### src/cdr_pkg.sv
`default_nettype none
package cdr_pkg;
  // bus geometry
  localparam int ADDR_W = 7;
  localparam int DATA_W = 16;

  // register map
  localparam logic [6:0] ADDR_OUTPUT_CODE = 7'h40;
  localparam logic [6:0] ADDR_GAIN_TRIM = 7'h41;
  localparam logic [6:0] ADDR_OFFSET_TRIM = 7'h42;
  localparam logic [6:0] ADDR_STATUS = 7'h43;
  localparam logic [6:0] ADDR_RAMP_TRIM_CTRL = 7'h44;
  localparam logic [6:0] ADDR_IRQ_STATUS = 7'h45;
  localparam logic [6:0] ADDR_IRQ_MASK = 7'h46;
  localparam logic [6:0] ADDR_TRIMMED_CODE = 7'h47;
  localparam logic [6:0] ADDR_SW_RESET = 7'h56;

  // values after reset
  localparam logic [15:0] OUTPUT_CODE_RESET = 16'h0000;
  localparam logic [15:0] GAIN_TRIM_RESET = 16'h0000;
  localparam logic [15:0] OFFSET_TRIM_RESET = 16'h0000;
  localparam logic [8:0] CTRL_RESET = 9'h000;
  localparam logic [4:0] IRQ_MASK_RESET = 5'h00;

  // software reset register
  localparam int SW_RESET_BIT = 0;

  // status layout, also used by irq status and mask
  localparam int ST_W = 5;
  localparam int ST_OVERTEMP = 0;
  localparam int ST_RAMP = 1;
  localparam int ST_LOAD = 2;
  localparam int ST_WDOG = 3;
  localparam int ST_CRC = 4;

  // ramp and trim control layout
  localparam int CTRL_W = 9;
  localparam int CTRL_TRIM_EN = 0;
  localparam int CTRL_RAMP_EN = 1;
  localparam int CTRL_STEP_LSB = 2;
  localparam int STEP_W = 3;
  localparam int CTRL_CLK_LSB = 5;
  localparam int RCLK_W = 4;

  // timing
  localparam int CLK_MHZ = 125;
  localparam int RAMP_BASE_NS = 1000;
  localparam int RAMP_BASE_CYC = (RAMP_BASE_NS * CLK_MHZ) / 1000;
  localparam int RAMP_DIV_W = 12;

  // gain trim: code * (65536 + gain) / 2^17
  localparam int GAIN_SHIFT = 17;
endpackage
`default_nettype wire

### src/cdr_ramp_if.sv
`default_nettype none
interface cdr_ramp_if;
  logic [15:0] target;
  logic [15:0] current;
  logic enable;
  logic [2:0] step_sel;
  logic [3:0] clk_sel;
  logic active;
  modport ctl (output target, output enable, output step_sel, output clk_sel,
               input current, input active);
  modport ramp (input target, input enable, input step_sel, input clk_sel,
                output current, output active);
endinterface
`default_nettype wire

### src/cdr_top.sv
// Function
// - 16-bit unsigned output code register, zero after reset.
// - narrow variant keeps upper bits; low bits ignored on write, read zero.
// - 16-bit unsigned gain trim register, zero after reset.
// - 16-bit signed offset trim register, zero after reset.
// - software reset lives at address 0x56.
// - writing one to bit 0 restores all registers and alarms.
// - reset request clears itself; reads return zero.
// - upper fifteen bits of reset register have no effect.
// - status register is read-only; upper eleven bits read zero.
// - status bit 4 flags a frame check failure.
// - status bit 3 flags watchdog expiry.
// - status bit 2 flags open load or compliance fault.
// - status bit 1 reads one while the code is ramping.
// - status bit 0 flags die temperature above 142 C.
// - alarms follow current and temperature monitors every monitoring cycle.
// - alarm holds until cause resolves, software reset, or power-up.
// - alarm persisting into the next monitoring cycle is set again.
// - trim enable applies gain and offset trims to the code.
// - ramping only with ramp enable; otherwise output jumps at once.
`default_nettype none
module cdr_top #(
  parameter int CODE_BITS = 16
) (
  input wire logic i_mclk,
  input wire logic i_rst_n,
  input wire logic [6:0] i_addr,
  input wire logic [15:0] i_wr_data,
  input wire logic i_wr_en,
  input wire logic i_rd_en,
  output logic [15:0] o_rd_data,
  input wire logic i_frame_check_fault,
  input wire logic i_watchdog_expired_fault,
  input wire logic i_load_fault,
  input wire logic i_overtemp_fault,
  input wire logic i_monitor_tick,
  output logic [15:0] o_current_output_code,
  output logic o_ramp_active,
  output logic o_irq
);

  // keeps only the implemented code bits
  localparam logic [15:0] CODE_MASK = 16'(16'hFFFF << (16 - CODE_BITS));

  // reset release synchroniser
  logic rst_meta_reg;
  logic rst_sync_n_reg;

  // registers
  logic [15:0] output_code_reg;
  logic [15:0] gain_trim_reg;
  logic [15:0] offset_trim_reg;
  logic [cdr_pkg::CTRL_W-1:0] ctrl_reg;
  logic [cdr_pkg::ST_W-1:0] alarm_reg;
  logic [cdr_pkg::ST_W-1:0] alarm_next;
  logic [cdr_pkg::ST_W-1:0] status_prev_reg;
  logic [cdr_pkg::ST_W-1:0] irq_stat_reg;
  logic [cdr_pkg::ST_W-1:0] irq_mask_reg;
  logic [15:0] trimmed_reg;
  logic [15:0] rd_data_reg;
  logic [15:0] dac_code_reg;
  logic irq_reg;
  logic srst_reg;

  // decoded strobes and derived values
  logic wr_code;
  logic wr_gain;
  logic wr_offset;
  logic wr_ctrl;
  logic wr_mask;
  logic wr_reset;
  logic rd_irq;
  logic [cdr_pkg::ST_W-1:0] cause;
  logic [cdr_pkg::ST_W-1:0] status_now;
  logic [cdr_pkg::ST_W-1:0] status_rise;
  logic [15:0] status_word;

  cdr_ramp_if rif ();

  // drops the unimplemented low code bits
  function automatic logic [15:0] cdr_mask(input logic [15:0] v);
    cdr_mask = v & CODE_MASK;
  endfunction

  // widens a status-layout field to a bus word; reserved bits read zero
  function automatic logic [15:0] cdr_pad(input logic [cdr_pkg::ST_W-1:0] v);
    cdr_pad = {11'h000, v};
  endfunction

  // gain then signed offset, saturated to the code range
  function automatic logic [15:0] cdr_trim(input logic [15:0] code,
                                           input logic [15:0] gain,
                                           input logic [15:0] ofs);
    logic [33:0] prod;
    logic signed [18:0] sum;
    prod = {18'h00000, code} * ({18'h00000, gain} + 34'h000010000);
    sum = $signed({3'b000, prod[32:cdr_pkg::GAIN_SHIFT]}) + $signed({{3{ofs[15]}}, ofs});
    if (sum < 0) begin
      cdr_trim = 16'h0000;
    end else if (sum > $signed(19'h0FFFF)) begin
      cdr_trim = 16'hFFFF;
    end else begin
      cdr_trim = sum[15:0];
    end
  endfunction

  // two stage release; assertion stays asynchronous
  // release is synchronous so no flop leaves reset a cycle apart
  always_ff @(posedge i_mclk or negedge i_rst_n) begin
    if (!i_rst_n) begin
      rst_meta_reg <= 1'b0;
      rst_sync_n_reg <= 1'b0;
    end else begin
      rst_meta_reg <= 1'b1;
      rst_sync_n_reg <= rst_meta_reg;
    end
  end

  // one strobe aimed at one register
  function automatic logic cdr_hit(input logic en, input logic [6:0] a,
                                   input logic [6:0] want);
    cdr_hit = en && (a == want);
  endfunction

  // address decode of the strobes
  assign wr_code = cdr_hit(i_wr_en, i_addr, cdr_pkg::ADDR_OUTPUT_CODE);
  assign wr_gain = cdr_hit(i_wr_en, i_addr, cdr_pkg::ADDR_GAIN_TRIM);
  assign wr_offset = cdr_hit(i_wr_en, i_addr, cdr_pkg::ADDR_OFFSET_TRIM);
  assign wr_ctrl = cdr_hit(i_wr_en, i_addr, cdr_pkg::ADDR_RAMP_TRIM_CTRL);
  assign wr_mask = cdr_hit(i_wr_en, i_addr, cdr_pkg::ADDR_IRQ_MASK);
  assign wr_reset = cdr_hit(i_wr_en, i_addr, cdr_pkg::ADDR_SW_RESET);
  assign rd_irq = cdr_hit(i_rd_en, i_addr, cdr_pkg::ADDR_IRQ_STATUS);

  // software reset request; only bit 0 counts, the request is a one-cycle pulse
  // reserved bits are ignored, so writing them changes nothing
  always_ff @(posedge i_mclk or negedge rst_sync_n_reg) begin
    if (!rst_sync_n_reg) begin
      srst_reg <= 1'b0;
    end else begin
      srst_reg <= wr_reset && i_wr_data[cdr_pkg::SW_RESET_BIT];
    end
  end

  // output code register
  // low bits dropped on write so reads and conversion agree
  always_ff @(posedge i_mclk or negedge rst_sync_n_reg) begin
    if (!rst_sync_n_reg) begin
      output_code_reg <= cdr_pkg::OUTPUT_CODE_RESET;
    end else if (srst_reg) begin
      output_code_reg <= cdr_pkg::OUTPUT_CODE_RESET;
    end else if (wr_code) begin
      output_code_reg <= cdr_mask(i_wr_data);
    end
  end

  // gain trim, unsigned
  always_ff @(posedge i_mclk or negedge rst_sync_n_reg) begin
    if (!rst_sync_n_reg) begin
      gain_trim_reg <= cdr_pkg::GAIN_TRIM_RESET;
    end else if (srst_reg) begin
      gain_trim_reg <= cdr_pkg::GAIN_TRIM_RESET;
    end else if (wr_gain) begin
      gain_trim_reg <= cdr_mask(i_wr_data);
    end
  end

  // offset trim, twos complement
  always_ff @(posedge i_mclk or negedge rst_sync_n_reg) begin
    if (!rst_sync_n_reg) begin
      offset_trim_reg <= cdr_pkg::OFFSET_TRIM_RESET;
    end else if (srst_reg) begin
      offset_trim_reg <= cdr_pkg::OFFSET_TRIM_RESET;
    end else if (wr_offset) begin
      offset_trim_reg <= cdr_mask(i_wr_data);
    end
  end

  // ramp and trim settings
  always_ff @(posedge i_mclk or negedge rst_sync_n_reg) begin
    if (!rst_sync_n_reg) begin
      ctrl_reg <= cdr_pkg::CTRL_RESET;
    end else if (srst_reg) begin
      ctrl_reg <= cdr_pkg::CTRL_RESET;
    end else if (wr_ctrl) begin
      ctrl_reg <= i_wr_data[cdr_pkg::CTRL_W-1:0];
    end
  end

  // interrupt mask
  // mask gates only the pin; irq status records every event
  always_ff @(posedge i_mclk or negedge rst_sync_n_reg) begin
    if (!rst_sync_n_reg) begin
      irq_mask_reg <= cdr_pkg::IRQ_MASK_RESET;
    end else if (srst_reg) begin
      irq_mask_reg <= cdr_pkg::IRQ_MASK_RESET;
    end else if (wr_mask) begin
      irq_mask_reg <= i_wr_data[cdr_pkg::ST_W-1:0];
    end
  end

  // trimmed code, one pipeline stage to keep the multiplier off the ramp path
  // trade-off: a trim write reaches the ramp target one cycle late
  always_ff @(posedge i_mclk or negedge rst_sync_n_reg) begin
    if (!rst_sync_n_reg) begin
      trimmed_reg <= 16'h0000;
    end else if (srst_reg) begin
      trimmed_reg <= 16'h0000;
    end else begin
      trimmed_reg <= cdr_mask(cdr_trim(output_code_reg, gain_trim_reg, offset_trim_reg));
    end
  end

  // ramp engine settings and target
  // trim sits ahead of the ramp, so slewing aims at the trimmed code
  assign rif.target = ctrl_reg[cdr_pkg::CTRL_TRIM_EN] ? trimmed_reg : output_code_reg;
  assign rif.enable = ctrl_reg[cdr_pkg::CTRL_RAMP_EN];
  assign rif.step_sel = ctrl_reg[cdr_pkg::CTRL_STEP_LSB +: cdr_pkg::STEP_W];
  assign rif.clk_sel = ctrl_reg[cdr_pkg::CTRL_CLK_LSB +: cdr_pkg::RCLK_W];

  cdr_ramp u_ramp (
    .i_mclk(i_mclk),
    .i_rst_n(rst_sync_n_reg),
    .i_clear(srst_reg),
    .rp(rif.ramp)
  );

  // alarm causes; ramp bit is not an alarm and is taken from the engine
  // a frame check pulse is enough; the alarm keeps it
  assign cause[cdr_pkg::ST_CRC] = i_frame_check_fault;
  assign cause[cdr_pkg::ST_WDOG] = i_watchdog_expired_fault;
  assign cause[cdr_pkg::ST_LOAD] = i_load_fault;
  assign cause[cdr_pkg::ST_RAMP] = 1'b0;
  assign cause[cdr_pkg::ST_OVERTEMP] = i_overtemp_fault;

  // a present cause always sets; a monitor tick with no cause clears
  // a cause that outlives a tick is therefore never lost
  always_comb begin
    alarm_next = alarm_reg;
    for (int i = 0; i < cdr_pkg::ST_W; i++) begin
      if (cause[i]) begin
        alarm_next[i] = 1'b1;
      end else if (i_monitor_tick) begin
        alarm_next[i] = 1'b0;
      end
    end
  end

  // sticky alarm bits
  always_ff @(posedge i_mclk or negedge rst_sync_n_reg) begin
    if (!rst_sync_n_reg) begin
      alarm_reg <= '0;
    end else if (srst_reg) begin
      alarm_reg <= '0;
    end else begin
      alarm_reg <= alarm_next;
    end
  end

  // status view: alarms plus live ramp state
  always_comb begin
    status_now = alarm_reg;
    status_now[cdr_pkg::ST_RAMP] = rif.active;
  end

  assign status_word = cdr_pad(status_now);
  assign status_rise = status_now & ~status_prev_reg;

  // edge memory for interrupt events
  // cleared with the alarms so a re-raised alarm gives a fresh event
  always_ff @(posedge i_mclk or negedge rst_sync_n_reg) begin
    if (!rst_sync_n_reg) begin
      status_prev_reg <= '0;
    end else if (srst_reg) begin
      status_prev_reg <= '0;
    end else begin
      status_prev_reg <= status_now;
    end
  end

  // sticky interrupt status; read clears, a new event in that cycle wins
  // a held alarm raises one event, not one per cycle
  always_ff @(posedge i_mclk or negedge rst_sync_n_reg) begin
    if (!rst_sync_n_reg) begin
      irq_stat_reg <= '0;
    end else if (srst_reg) begin
      irq_stat_reg <= '0;
    end else begin
      irq_stat_reg <= (rd_irq ? '0 : irq_stat_reg) | status_rise;
    end
  end

  // level interrupt, one cycle behind the irq status bits, two behind the status bits
  always_ff @(posedge i_mclk or negedge rst_sync_n_reg) begin
    if (!rst_sync_n_reg) begin
      irq_reg <= 1'b0;
    end else if (srst_reg) begin
      irq_reg <= 1'b0;
    end else begin
      irq_reg <= |(irq_stat_reg & irq_mask_reg);
    end
  end

  // read mux; write-only and unmapped addresses read zero
  // read-clear of irq status is decoded apart, on the strobe itself
  always_ff @(posedge i_mclk or negedge rst_sync_n_reg) begin
    if (!rst_sync_n_reg) begin
      rd_data_reg <= 16'h0000;
    end else if (i_rd_en) begin
      unique case (i_addr)
        cdr_pkg::ADDR_OUTPUT_CODE: rd_data_reg <= output_code_reg;
        cdr_pkg::ADDR_GAIN_TRIM: rd_data_reg <= gain_trim_reg;
        cdr_pkg::ADDR_OFFSET_TRIM: rd_data_reg <= offset_trim_reg;
        cdr_pkg::ADDR_STATUS: rd_data_reg <= status_word;
        cdr_pkg::ADDR_RAMP_TRIM_CTRL: rd_data_reg <= {7'h00, ctrl_reg};
        cdr_pkg::ADDR_IRQ_STATUS: rd_data_reg <= cdr_pad(irq_stat_reg);
        cdr_pkg::ADDR_IRQ_MASK: rd_data_reg <= cdr_pad(irq_mask_reg);
        cdr_pkg::ADDR_TRIMMED_CODE: rd_data_reg <= trimmed_reg;
        cdr_pkg::ADDR_SW_RESET: rd_data_reg <= 16'h0000;
        default: rd_data_reg <= 16'h0000;
      endcase
    end else begin
      rd_data_reg <= 16'h0000;
    end
  end

  // code presented to the converter, registered at the boundary
  always_ff @(posedge i_mclk or negedge rst_sync_n_reg) begin
    if (!rst_sync_n_reg) begin
      dac_code_reg <= 16'h0000;
    end else if (srst_reg) begin
      dac_code_reg <= 16'h0000;
    end else begin
      dac_code_reg <= rif.current;
    end
  end

  assign o_rd_data = rd_data_reg;
  assign o_current_output_code = dac_code_reg;
  assign o_ramp_active = status_prev_reg[cdr_pkg::ST_RAMP];
  assign o_irq = irq_reg;

endmodule
`default_nettype wire

### src/cdr_ramp.sv
`default_nettype none
module cdr_ramp (
  input wire logic i_mclk,
  input wire logic i_rst_n,
  input wire logic i_clear,
  cdr_ramp_if.ramp rp
);
  logic [cdr_pkg::RAMP_DIV_W-1:0] div_reg;
  logic [cdr_pkg::RAMP_DIV_W-1:0] div_top;
  logic tick;
  logic [15:0] cur_reg;
  logic [15:0] cur_next;
  logic [15:0] step;
  logic active_reg;

  // step period is (clk_sel + 1) base periods
  assign div_top = cdr_pkg::RAMP_DIV_W'((int'(rp.clk_sel) + 1) * cdr_pkg::RAMP_BASE_CYC - 1);
  assign tick = (div_reg == div_top);
  assign step = 16'(16'h0001 << rp.step_sel);

  // step divider, idle while ramping is off
  always_ff @(posedge i_mclk or negedge i_rst_n) begin
    if (!i_rst_n) begin
      div_reg <= '0;
    end else if (i_clear || !rp.enable || tick) begin
      div_reg <= '0;
    end else begin
      div_reg <= div_reg + 1'b1;
    end
  end

  // move toward target by one step, never overshoot
  always_comb begin
    cur_next = cur_reg;
    if (!rp.enable) begin
      cur_next = rp.target;
    end else if (tick) begin
      if (rp.target > cur_reg) begin
        cur_next = ((rp.target - cur_reg) > step) ? cur_reg + step : rp.target;
      end else if (rp.target < cur_reg) begin
        cur_next = ((cur_reg - rp.target) > step) ? cur_reg - step : rp.target;
      end
    end
  end

  always_ff @(posedge i_mclk or negedge i_rst_n) begin
    if (!i_rst_n) begin
      cur_reg <= 16'h0000;
      active_reg <= 1'b0;
    end else if (i_clear) begin
      cur_reg <= 16'h0000;
      active_reg <= 1'b0;
    end else begin
      cur_reg <= cur_next;
      active_reg <= rp.enable && (cur_next != rp.target);
    end
  end

  assign rp.current = cur_reg;
  assign rp.active = active_reg;
endmodule
`default_nettype wire

### config.mk
export PLATFORM = sky130hd
export DESIGN_NAME = cdr_top
export DESIGN_NICKNAME = d
export VERILOG_FILES = /design/src/cdr_pkg.sv /design/src/cdr_ramp_if.sv /design/src/cdr_top.sv /design/src/cdr_ramp.sv
export SDC_FILE = /design/constraint.sdc
export NUM_CORES = 1
export LEC_CHECK = 0
export ABC_AREA = 0
export BUFFER_PORTS_ARGS = -buffer_cell sky130_fd_sc_hd__buf_2
export CAP_MARGIN = 20
export CORE_MARGIN = 10
export CORE_UTILIZATION = 50
export CTS_BUF_LIST = sky130_fd_sc_hd__clkbuf_8
export DETAILED_ROUTE_END_ITERATION = 6
export PLACE_DENSITY = 0.63
export RECOVER_POWER = 100
export REMOVE_ABC_BUFFERS = 1
export SLEW_MARGIN = 10
export SYNTH_ARGS = -nofsm -noshare
export SYNTH_HDL_FRONTEND = slang
export SYNTH_SLANG_ARGS = --single-unit
### constraint.sdc
create_clock -name i_mclk -period 6.3 [get_ports i_mclk]
set_input_delay 0 -clock i_mclk [delete_from_list [all_inputs] [get_ports i_mclk]]
set_output_delay 0 -clock i_mclk [all_outputs]
set_load 0.01 [all_outputs]
== Word level (Yosys, flattened, before mapping) ==
Index checks and enable logic that the tools add are counted.

* Bits in registers: 157
* Input bits: 32
* Output and inout bits: 34
* Word-level logic and storage cells: 112

* Add/subtract/negate cells: 9
* $mul: 2
* Order comparisons: 6
* Equal/unequal tests: 11
* Shift operators: 1
* Muxes and demuxes: 36
* Bitwise gates (word level): 4
* Reductions and logical operators: 22

{| class="wikitable"
|+ Operators with widths
! cell !! count
|-
| two-way mux 16 bit || 19
|-
| one-hot mux 16 bit (8 select lines) || 1
|-
| == test 7 bit (second input constant) || 9
|-
| greater-than comparator 16 bit || 3
|-
| subtractor 16 bit || 3
|-
| multiplier 16 x 18 -> 33 bit || 1
|-
| multiplier 32 x 8 -> 12 bit (second input constant) || 1
|-
| two-way mux 5 bit || 6
|-
| adder 16 x 17 -> 18 bit (second input constant) || 1
|-
| adder 17 x 16 -> 18 bit || 1
|-
| greater-than comparator 18 x 17 -> 1 bit (second input constant) || 1
|-
| less-than comparator 18 x 1 -> 1 bit (second input constant) || 1
|-
| two-way mux 9 bit || 2
|-
| adder 16 bit || 1
|-
| less-than comparator 16 bit || 1
|-
| != test 16 bit || 1
|-
| << shifter 1 x 3 -> 16 bit (first input constant) || 1
|-
| adder 12 x 1 -> 12 bit (second input constant) || 1
|-
| == test 12 bit || 1
|-
| two-way mux 12 bit || 1
|-
| nonzero test 3 bit || 4
|-
| subtractor 12 x 2 -> 12 bit (second input constant) || 1
|-
| bitwise AND 5 bit || 2
|-
| nonzero test 2 bit || 5
|-
| other kinds (8) || 23
|}

== Depth between registers and ports, before layout ==
Gate-level depths: netlist (run 1).

* Depth after elaboration: 11
* Mapped depth: 38
* Depth with buffers taken out: 35

== Cells and area by module ==
From an unflattened synthesis (run 1), not the netlist that was laid out.

* Cell total of the unflattened synthesis: 2556
* Area total of the unflattened synthesis: 21525.6 µm²

{| class="wikitable"
|+ Modules (own cells, without submodules)
! module !! times used !! cells each !! area each (µm²) !! sequential area each (µm²)
|-
| cdr_top || 1 || 1659 || 14969.4 || 3203.1
|-
| cdr_ramp || 1 || 897 || 6556.3 || 725.7
|}

== Least setup slack after synthesis (run 1) ==
No wires, ideal clock.

* Kind: register to register
* Start: register output_code_reg[9]
* End: register trimmed_reg[10]
* Setup time: 65 ps
* Data arrival time: 8899 ps
* Required time: 6235 ps
* Path slack: -2664 ps
* Stages on the path, launching flop included: 33
* Buffers on the path: 3
* Clock period less this slack: 8964 ps
* Path through: dfrtp_1 -> clkbuf_1 -> buf_1 -> nand2_1 -> fa_1 -> fa_1 -> fa_1 -> inv_1 -> fa_1 -> fa_1 -> inv_1 -> fa_1 -> inv_1 -> ha_1 -> o21ai_0 -> a21oi_1 -> a221oi_1 -> o221ai_1 -> o211a_1 -> a41o_1 -> o221a_2 -> a41oi_1 -> a2111oi_0 -> o21ai_0 -> o31a_1 -> ha_1 -> and3_1 -> a311oi_1 -> nor2b_1 -> or3b_2 -> a21oi_1 -> clkbuf_1 -> o21a_1

* Word-level cells in the longest chain between the ends: 6
* Elaborated cells between the ends (all ways): 7
* Those cells by class: add/sub (1); mul (1); order compare (2); mux (3)

{| class="wikitable"
|+ Ends and longest elaborated chain
! element !! line !! text
|-
| start: declaration || cdr_top.sv:50 || <nowiki>logic [15:0] output_code_reg;</nowiki>
|-
| start signal: assignment || cdr_top.sv:148 || <nowiki>output_code_reg <= cdr_pkg::OUTPUT_CODE_RESET;</nowiki>
|-
| start signal: assignment || cdr_top.sv:150 || <nowiki>output_code_reg <= cdr_pkg::OUTPUT_CODE_RESET;</nowiki>
|-
| start signal: assignment || cdr_top.sv:152 || <nowiki>output_code_reg <= cdr_mask(i_wr_data);</nowiki>
|-
| multiplier 16 x 18 -> 33 bit * || cdr_top.sv:96 || <nowiki>prod = {18'h00000, code} * ({18'h00000, gain} + 34'h000010000);</nowiki>
|-
| adder 17 x 16 -> 18 bit * || cdr_top.sv:97 || <nowiki>sum = $signed({3'b000, prod[32:cdr_pkg::GAIN_SHIFT]}) + $signed({{3{ofs[15]}}, ofs});</nowiki>
|-
| greater-than comparator 18 x 17 -> 1 bit || cdr_top.sv:100 || <nowiki>end else if (sum > $signed(19'h0FFFF)) begin</nowiki>
|-
| two-way mux 16 bit || cdr_top.sv:100 ||
|-
| two-way mux 16 bit * || cdr_top.sv:98 || <nowiki>if (sum < 0) begin</nowiki>
|-
| two-way mux 16 bit * || cdr_top.sv:206 || <nowiki>end else if (srst_reg) begin</nowiki>
|-
| end signal: assignment || cdr_top.sv:209 || <nowiki>trimmed_reg <= cdr_mask(cdr_trim(output_code_reg, gain_trim_reg, offset_trim_reg));</nowiki>
|-
| end: declaration || cdr_top.sv:59 || <nowiki>logic [15:0] trimmed_reg;</nowiki>
|}

Mark *: on every way between the ends. The rest lies on a longest branch, timed or not.
A chain may end at the register's enable or synchronous reset.

== Final worst setup path (run 1) ==
* Start: register output_code_reg[4]
* End: register trimmed_reg[15]

Same word-level chain as after synthesis.

==> results of run 1 <==
area by class of cell:
cell class | count | area, um2
Fill cell | 3611 | 16400
Multi-Input combinational cell | 1815 | 15700
Sequential cell | 157 | 3960
Timing Repair Buffer | 359 | 2620
Inverter | 343 | 1290
Tap cell | 532 | 666
Clock buffer | 18 | 248
Clock inverter | 14 | 195
Antenna cell | 1 | 2.50
through the flow:
step	setup TNS (ns)	std cells
global route	-38.25	3239
CTS	-32.63	3231
global placement	-47.20	3143
floorplan	-40.13	2315
finish	-33.73	3239
detailed placement	-50.86	3143
worst max-delay path by stage:
stage	slack [ns]	end	depth (start not counted)
floorplan	-2.49	trimmed_reg[10]	30
global placement	-2.93	trimmed_reg[2]	31
detailed placement	-3.16	trimmed_reg[3]	33
CTS	-2.05	trimmed_reg[12]	35
global route	-2.35	trimmed_reg[12]	34
finish	-2.10	trimmed_reg[15]	35
layer usage:
layer / vias to the layer above / global-route usage (%)
li1: 8556 / -
met1: 9210 / 33.8
met2: 616 / 45.0
met3: 145 / 2.42
met4: 0 / 10.2
met5: - / 0
cell families (layout without fill, tap and decap cells):
| logic type | after synthesis | after routing | share of synthesized area, % |
|---|---|---|---|
| buffers and inverters | 480 | 734 | 8.72 |
| and+or+nand+nor | 782 | 782 | 17.7 |
| xor gates and xnor gates | 99 | 99 | 4.15 |
| muxes | 50 | 50 | 2.66 |
| adders and majority gates | 429 | 429 | 33.5 |
| AOI/OAI and AO/OA | 454 | 454 | 14.4 |
| other | 1 | 2 | 0.0179 |
| DFF | 157 | 157 | 18.8 |
cells in the final DEF, fill, tap and decap left out, types with 12 or more instances in the layout:
| cell type | n |
|---|---|
| a211oi_1 | 28 |
| a21o_1 | 12 |
| a21oi_1 | 144 |
| a22oi_1 | 36 |
| and2_1 | 107 |
| buf_2 | 29 |
| buf_4 | 233 |
| clkbuf_1 | 45 |
| clkbuf_8 | 18 |
| dfrtp_1 | 138 |
| dfrtp_2 | 18 |
| dlygate4sd3_1 | 33 |
| fa_1 | 205 |
| fa_2 | 14 |
| ha_1 | 197 |
| inv_1 | 327 |
| inv_2 | 14 |
| mux2_2 | 13 |
| mux2i_1 | 31 |
| nand2_1 | 343 |
| nand2b_1 | 15 |
| nand3_1 | 40 |
| nand4_1 | 15 |
| nor2_1 | 130 |
| nor2b_1 | 20 |
| nor3_1 | 24 |
| o211ai_1 | 13 |
| o21a_1 | 26 |
| o21ai_0 | 47 |
| o22ai_1 | 16 |
| xnor2_1 | 70 |
| xor2_1 | 21 |
worst register-to-register path, delay by kind of cell (launching register included):
family	cells	cell delay, ns
buffers and inverters	8	0.81
AOI/OAI and AO/OA	12	2.34
DFF	1	0.46
and+or+nand+nor	6	1.02
adders and majority gates	8	3.53
xor gates and xnor gates	1	0.14
timing repair:
item	CTS	global route
resized for setup	117	53
cloned	1	0
hold endpoints to repair	72	0
endpoints found under the setup margin	17	17
pin swaps	98	53
setup buffers	22	7
hold buffers	33	0
Yosys cell counts (11+ instances only):
cell      instances
ha_1            210
clkbuf_1        120
a211oi_1         29
o22ai_1          16
o21a_1           27
a22oi_1          36
a21o_1           12
and2_1          115
o21ai_0          54
xnor2_1          77
nand2b_1         15
dfrtp_1         157
a21oi_1         152
and3_1           12
nand4_1          15
nand3_1          40
xor2_1           22
nor3_1           27
nand2_1         344
o211ai_1         13
or3_1            11
fa_1            219
mux2_2           14
mux2i_1          32
inv_1           340
buf_2            11
a31oi_1          11
nor2b_1          21
nor2_1          136
power breakdown:
part	internal, mW	switching [mW]	leakage [nW]
Combinational	1.50	1.90	9.67
Clock	0.420	0.458	0.227
Sequential	1.12	0.143	2.06
Total	3.04	2.50	12.0
==> impl_metrics.tcl, run 1 <==
set metrics [dict create \
    status "complete, but fails checks" \
    violations "max-capacitance violations, max-slew violations, negative setup slack" \
    wl_um 65600 \
    period_needed_ns 8.40 \
    worstHoldEndpoint "o_rd_data[3]" \
    mappedNetlistArea_mm2 0.0209 \
    ys_ff_latch 157 \
    core_area_mm2 0.0411 \
    syn2layout_area_growth_pct 18.1 \
    nets 3154 \
    cp_top_family "adder cells" \
    dp_hpwl_um 51800 \
    powerDensity_mw_per_mm2 224 \
    cts_buffer_depth 2 \
    r2r_end "trimmed_reg[15]" \
    worstMarginPinSlew_ns 4.07 \
    hold_violations 0 \
    via_per_inst 5.72 \
    start_kind "flip-flop" \
    grt_setup_unrepaired "true" \
    hp-start "i_addr[1]" \
    placed_area_mm2 0.0232 \
    pin_count 66 \
    synth_area_leader_cell "fa_1" \
    cts_root_buffer "clkbuf_8" \
    io_buffers 65 \
    maxCapViolations 2 \
    finalSetupViolCount 17 \
    ant_nets 0 \
    max_freq_mhz 119 \
    slowest_stage "fa_1" \
    top_layer_used "met4" \
    grt_pass1_vias 19100 \
    ys_top_cells_by_area "fa_1 (21%), dfrtp_1 (19%), ha_1 (13%)" \
    cp_max_fo 8 \
    yosys_warnings 0 \
    p_leak_nw 12.0 \
    r2r_cells 35 \
    htree_levels 4 \
    die-area_mm2 0.0504 \
    dr_wl_met2_um 32400 \
    antenna_found_initial 1 \
    grt.total_usage_pct 26.2 \
    synth_cell_type_count 86 \
    cts_sinks 157 \
    worst-path-buf-inv 8 \
    r2r_slack_ns -2.10 \
    cp_slowest_stage_delay_ns 0.54 \
    synth-seq-area-share_pct 18.8 \
    clk_latency_ns 0.50 \
    setup.worst_path.class "reg2reg" \
    total_power_mw 5.53 \
    drc_errors 0 \
    fin_util_pct 60.1 \
    skew_ns 0.0233 \
    die_y_um 225 \
    yosys.area.top_type_share_pct 21.0 \
    worstPathArrival_ns 8.82 \
    cts_inserted_buffers 17 \
    drv_slew 229 \
    setup_ws_ns -2.10 \
    std_cell_rows 74 \
    holdWs_ns 0.0634 \
    syn_area_per_cell_um2 8.53 \
    required_ns 6.72 \
    grt_overflow 0 \
    first_pass_iters 5 \
    die_x_um 225 \
    cp_common_cell "fa_1" \
    wl_met3_um 3240 \
    ir_worst_vdd_mv 0.201 \
    dp_slack_ns -3.16 \
    layout-drive-gt1-share_pct 17.2 \
    grt_first_pass_wirelength_um 105000 \
    routedWlPerCell_um 20.2 \
    cts.clk_slew.worst_paths_ns 0.11 \
    end_kind "flip-flop" \
    synth_edf_count 0 \
    synth_ff_type "dfrtp_1" \
    drt_iter0_markers 1412 \
    cts_tree "yes" \
    globalplace.congestion 0.962 \
    rr_startpoint "output_code_reg[4]" \
    grt_max_degree 156 \
    synth_cells 2452 \
    worstHoldPathCells 4 \
    wl_met1_um 27400 \
    fin_crit_sh_pct 133 \
    num_vias 18500 \
    final_area_mm2 0.0247 \
    maxSlewHeadroom_pct -171 \
    worstHoldPathType "in2reg" \
    start_util_pct 50.9 \
    synthArstFlopShare_pct 100 \
    crit_start "output_code_reg[4]" \
]
No activity file was read; power rests on OpenSTA's default activity.
==> run 2: changes to the inputs <==
--- a/config.mk
+++ b/config.mk
@@ -6,7 +6,7 @@
 export NUM_CORES = 1
 export LEC_CHECK = 0
 export ABC_AREA = 0
-export BUFFER_PORTS_ARGS = -buffer_cell sky130_fd_sc_hd__buf_2
+export BUFFER_PORTS_ARGS = -buffer_cell sky130_fd_sc_hd__clkbuf_2
 export CAP_MARGIN = 20
 export CORE_MARGIN = 10
 export CORE_UTILIZATION = 50
==> run 2 against run 1 <==
  * The flow still finishes with violations (max-capacitance violations, max-slew violations, negative setup slack)
  * Register-to-register slack about the same
  * Global-route usage down 0.32 points
  * Via count down 0.37%
  * Power up 0.95%
  * Clock skew up 0.0031 ns
  * Die area unchanged
  * Non-clock buffer count up 3
  * Clock power down 4.7%
  * Final area up 0.52%
  * Largest cell class unchanged
==> impl_metrics.tcl, run 2 (same netlist as run 1, synthesis figures left out) <==
set metrics [dict create \
    status "complete, but fails checks" \
    violations "max-capacitance violations, max-slew violations, negative setup slack" \
    max_freq_mhz 119 \
    hold_violations 0 \
    ant_nets 0 \
    cp_top_family "adder cells" \
    holdWs_ns 0.0503 \
    first_pass_iters 5 \
    ir_worst_vdd_mv 0.235 \
    dp_hpwl_um 51500 \
    grt_pass1_vias 18600 \
    p_int_mw 3.02 \
    seqCellArea_mm2 0.00395 \
    powerDensity_mw_per_mm2 225 \
    p_leak_nw 12.0 \
    required_ns 6.76 \
    worst-path-buf-inv 8 \
    end_kind "flip-flop" \
    gr-usage-met3_pct 3.19 \
    cts.clk_slew.worst_paths_ns 0.11 \
    total_power_mw 5.59 \
    use_met2_pct 44.5 \
    cp_slowest_stage_delay_ns 0.54 \
    worstPathArrival_ns 8.85 \
    std_cell_rows 74 \
    maxCapViolations 2 \
    cts_buffer_depth 2 \
    cts_sinks 157 \
    seq_power_share_pct 22.5 \
    grt.busiest_layer "met2" \
    start_kind "flip-flop" \
    start_util_pct 50.9 \
    multi_input_area_mm2 0.0158 \
    antenna_found_initial 1 \
    drc_errors 0 \
    grt_first_pass_wirelength_um 103000 \
    p_switching_mw 2.56 \
    htree_levels 4 \
    drv_slew 201 \
    final_common_cell "nand2_1" \
    num_vias 18500 \
    grt_overflow 0 \
    die_y_um 225 \
    r2r_slack_ns -2.09 \
    cp_common_cell "fa_1" \
    p_comb_share_pct 62.5 \
    finalSetupViolCount 17 \
    routedWlPerCell_um 20.1 \
    fin_setup_tns_ns -33.49 \
    maxSlewHeadroom_pct -170 \
    use_met1_pct 33.1 \
    worstMarginPinSlew_ns 4.06 \
    drt_iter0_markers 1332 \
    pin_count 66 \
    globalplace.congestion 0.957 \
    fill_cells 3664 \
    die_x_um 225 \
    cts_tree "yes" \
    clock_power_share_pct 15.0 \
    period_needed_ns 8.39 \
    fin_crit_sh_pct 133 \
    setup.worst_path.class "reg2reg" \
    wl_um 65300 \
    grt_max_degree 156 \
    die-area_mm2 0.0504 \
    nets 3157 \
    worstHoldPathType "in2reg" \
    grt_setup_unrepaired "true" \
    syn2layout_area_growth_pct 18.7 \
    clk_latency_ns 0.54 \
    layout-drive-gt1-share_pct 17.4 \
    grt.total_usage_pct 25.9 \
    cts_inserted_buffers 17 \
    via_per_inst 5.69 \
    core_area_mm2 0.0411 \
    setup_ws_ns -2.09 \
    cp_max_fo 8 \
    p_sw_share_pct 45.9 \
    skew_ns 0.0264 \
    slowest_stage "fa_2" \
    io_buffers 65 \
    final_cell_mix "nand2_1 (342), inv_1 (326), buf_4 (228)" \
    cts_root_buffer "clkbuf_8" \
]
==> run 2: cell count changes in the layout (fill, tap and decap cells not counted), moves of 3 or more <==
cell,delta
buf_4,-5
dfrtp_2,-5
buf_2,-29
a21oi_4,+3
dfrtp_1,+4
clkbuf_2,+29
fa_2,-5
clkinv_8,+4
buf_6,+9
inv_6,+3
fa_1,+5
nand3_1,-3
ha_4,+4
ha_1,-5
==> run 2: repair_timing <==
item	in CTS	in global routing
endpoints found under the setup margin	17	17
hold buffers	31	0
pin swaps	74	73
endpoints found under the hold margin	71	0
setup buffers	28	12
gates cloned	1	0
resized for setup	107	74
==> run 2: worst reg2reg max path: cells and delay by family (launching register included) <==
family	cells	cell delay [ns]
AND/OR/NAND/NOR	6	0.99
flip-flops	1	0.45
buffers and inverters	8	0.80
adder cells (fa/ha/maj)	8	3.55
AO/OA/AOI/OAI	12	2.36
XOR/XNOR	1	0.16
==> run 2: routing by layer <==
| metal | routed length [um] | vias to the layer above |
|---|---|---|
| met5 | 0 | - |
| met4 | 2040 | 0 |
| met3 | 3540 | 123 |
| met2 | 32200 | 635 |
| met1 | 27500 | 9144 |
| li1 | - | 8556 |
==> run 2: power groups by stage <==
stage	logic, mW	registers [mW]	clock network [mW]
after floorplan	2.05	1.28	0
after global placement	3.08	1.27	0
after detailed placement	3.13	1.27	0
after CTS	3.36	1.25	0.852
after global routing	3.83	1.27	0.890
final	3.49	1.26	0.836
==> run 2: area by class of cell <==
type                            instances  share of cell area, %
Timing Repair Buffer                  362                   10.7
Clock inverter                         15                  0.776
Tap cell                              532                   2.68
Clock buffer                           17                  0.942
Sequential cell                       157                   15.9
Antenna cell                            1                 0.0101
Inverter                              343                   5.19
Multi-Input combinational cell       1815                   63.8
==> run 2: per-stage QoR <==
stage / cell area [um2] / instances / utilization [%] / worst slack (ns)
detailed placement: 23100 / 3138 / 56.2 / -3.09
floorplan: 20400 / 2315 / - / -2.49
global route: 24800 / 3242 / 60.4 / -2.37
finish: 24800 / 3242 / 60.4 / -2.09
global placement: 23100 / 3138 / 56.2 / -2.93
CTS: 24500 / 3229 / 59.7 / -2.10
==> run 2: path summary, 6_finish.rpt <==
path                                    start         endpoint  depth (start not counted)
hold / removal                      i_addr[2]     o_rd_data[4]                          3
setup / recovery           output_code_reg[6]  trimmed_reg[14]                         35
setup reg to reg           output_code_reg[6]  trimmed_reg[14]                         35
max in group asynchronous      rst_sync_n_reg         srst_reg                          1
min in group asynchronous             i_rst_n   rst_sync_n_reg                          3
hold reg to reg                  rst_meta_reg   rst_sync_n_reg                          0
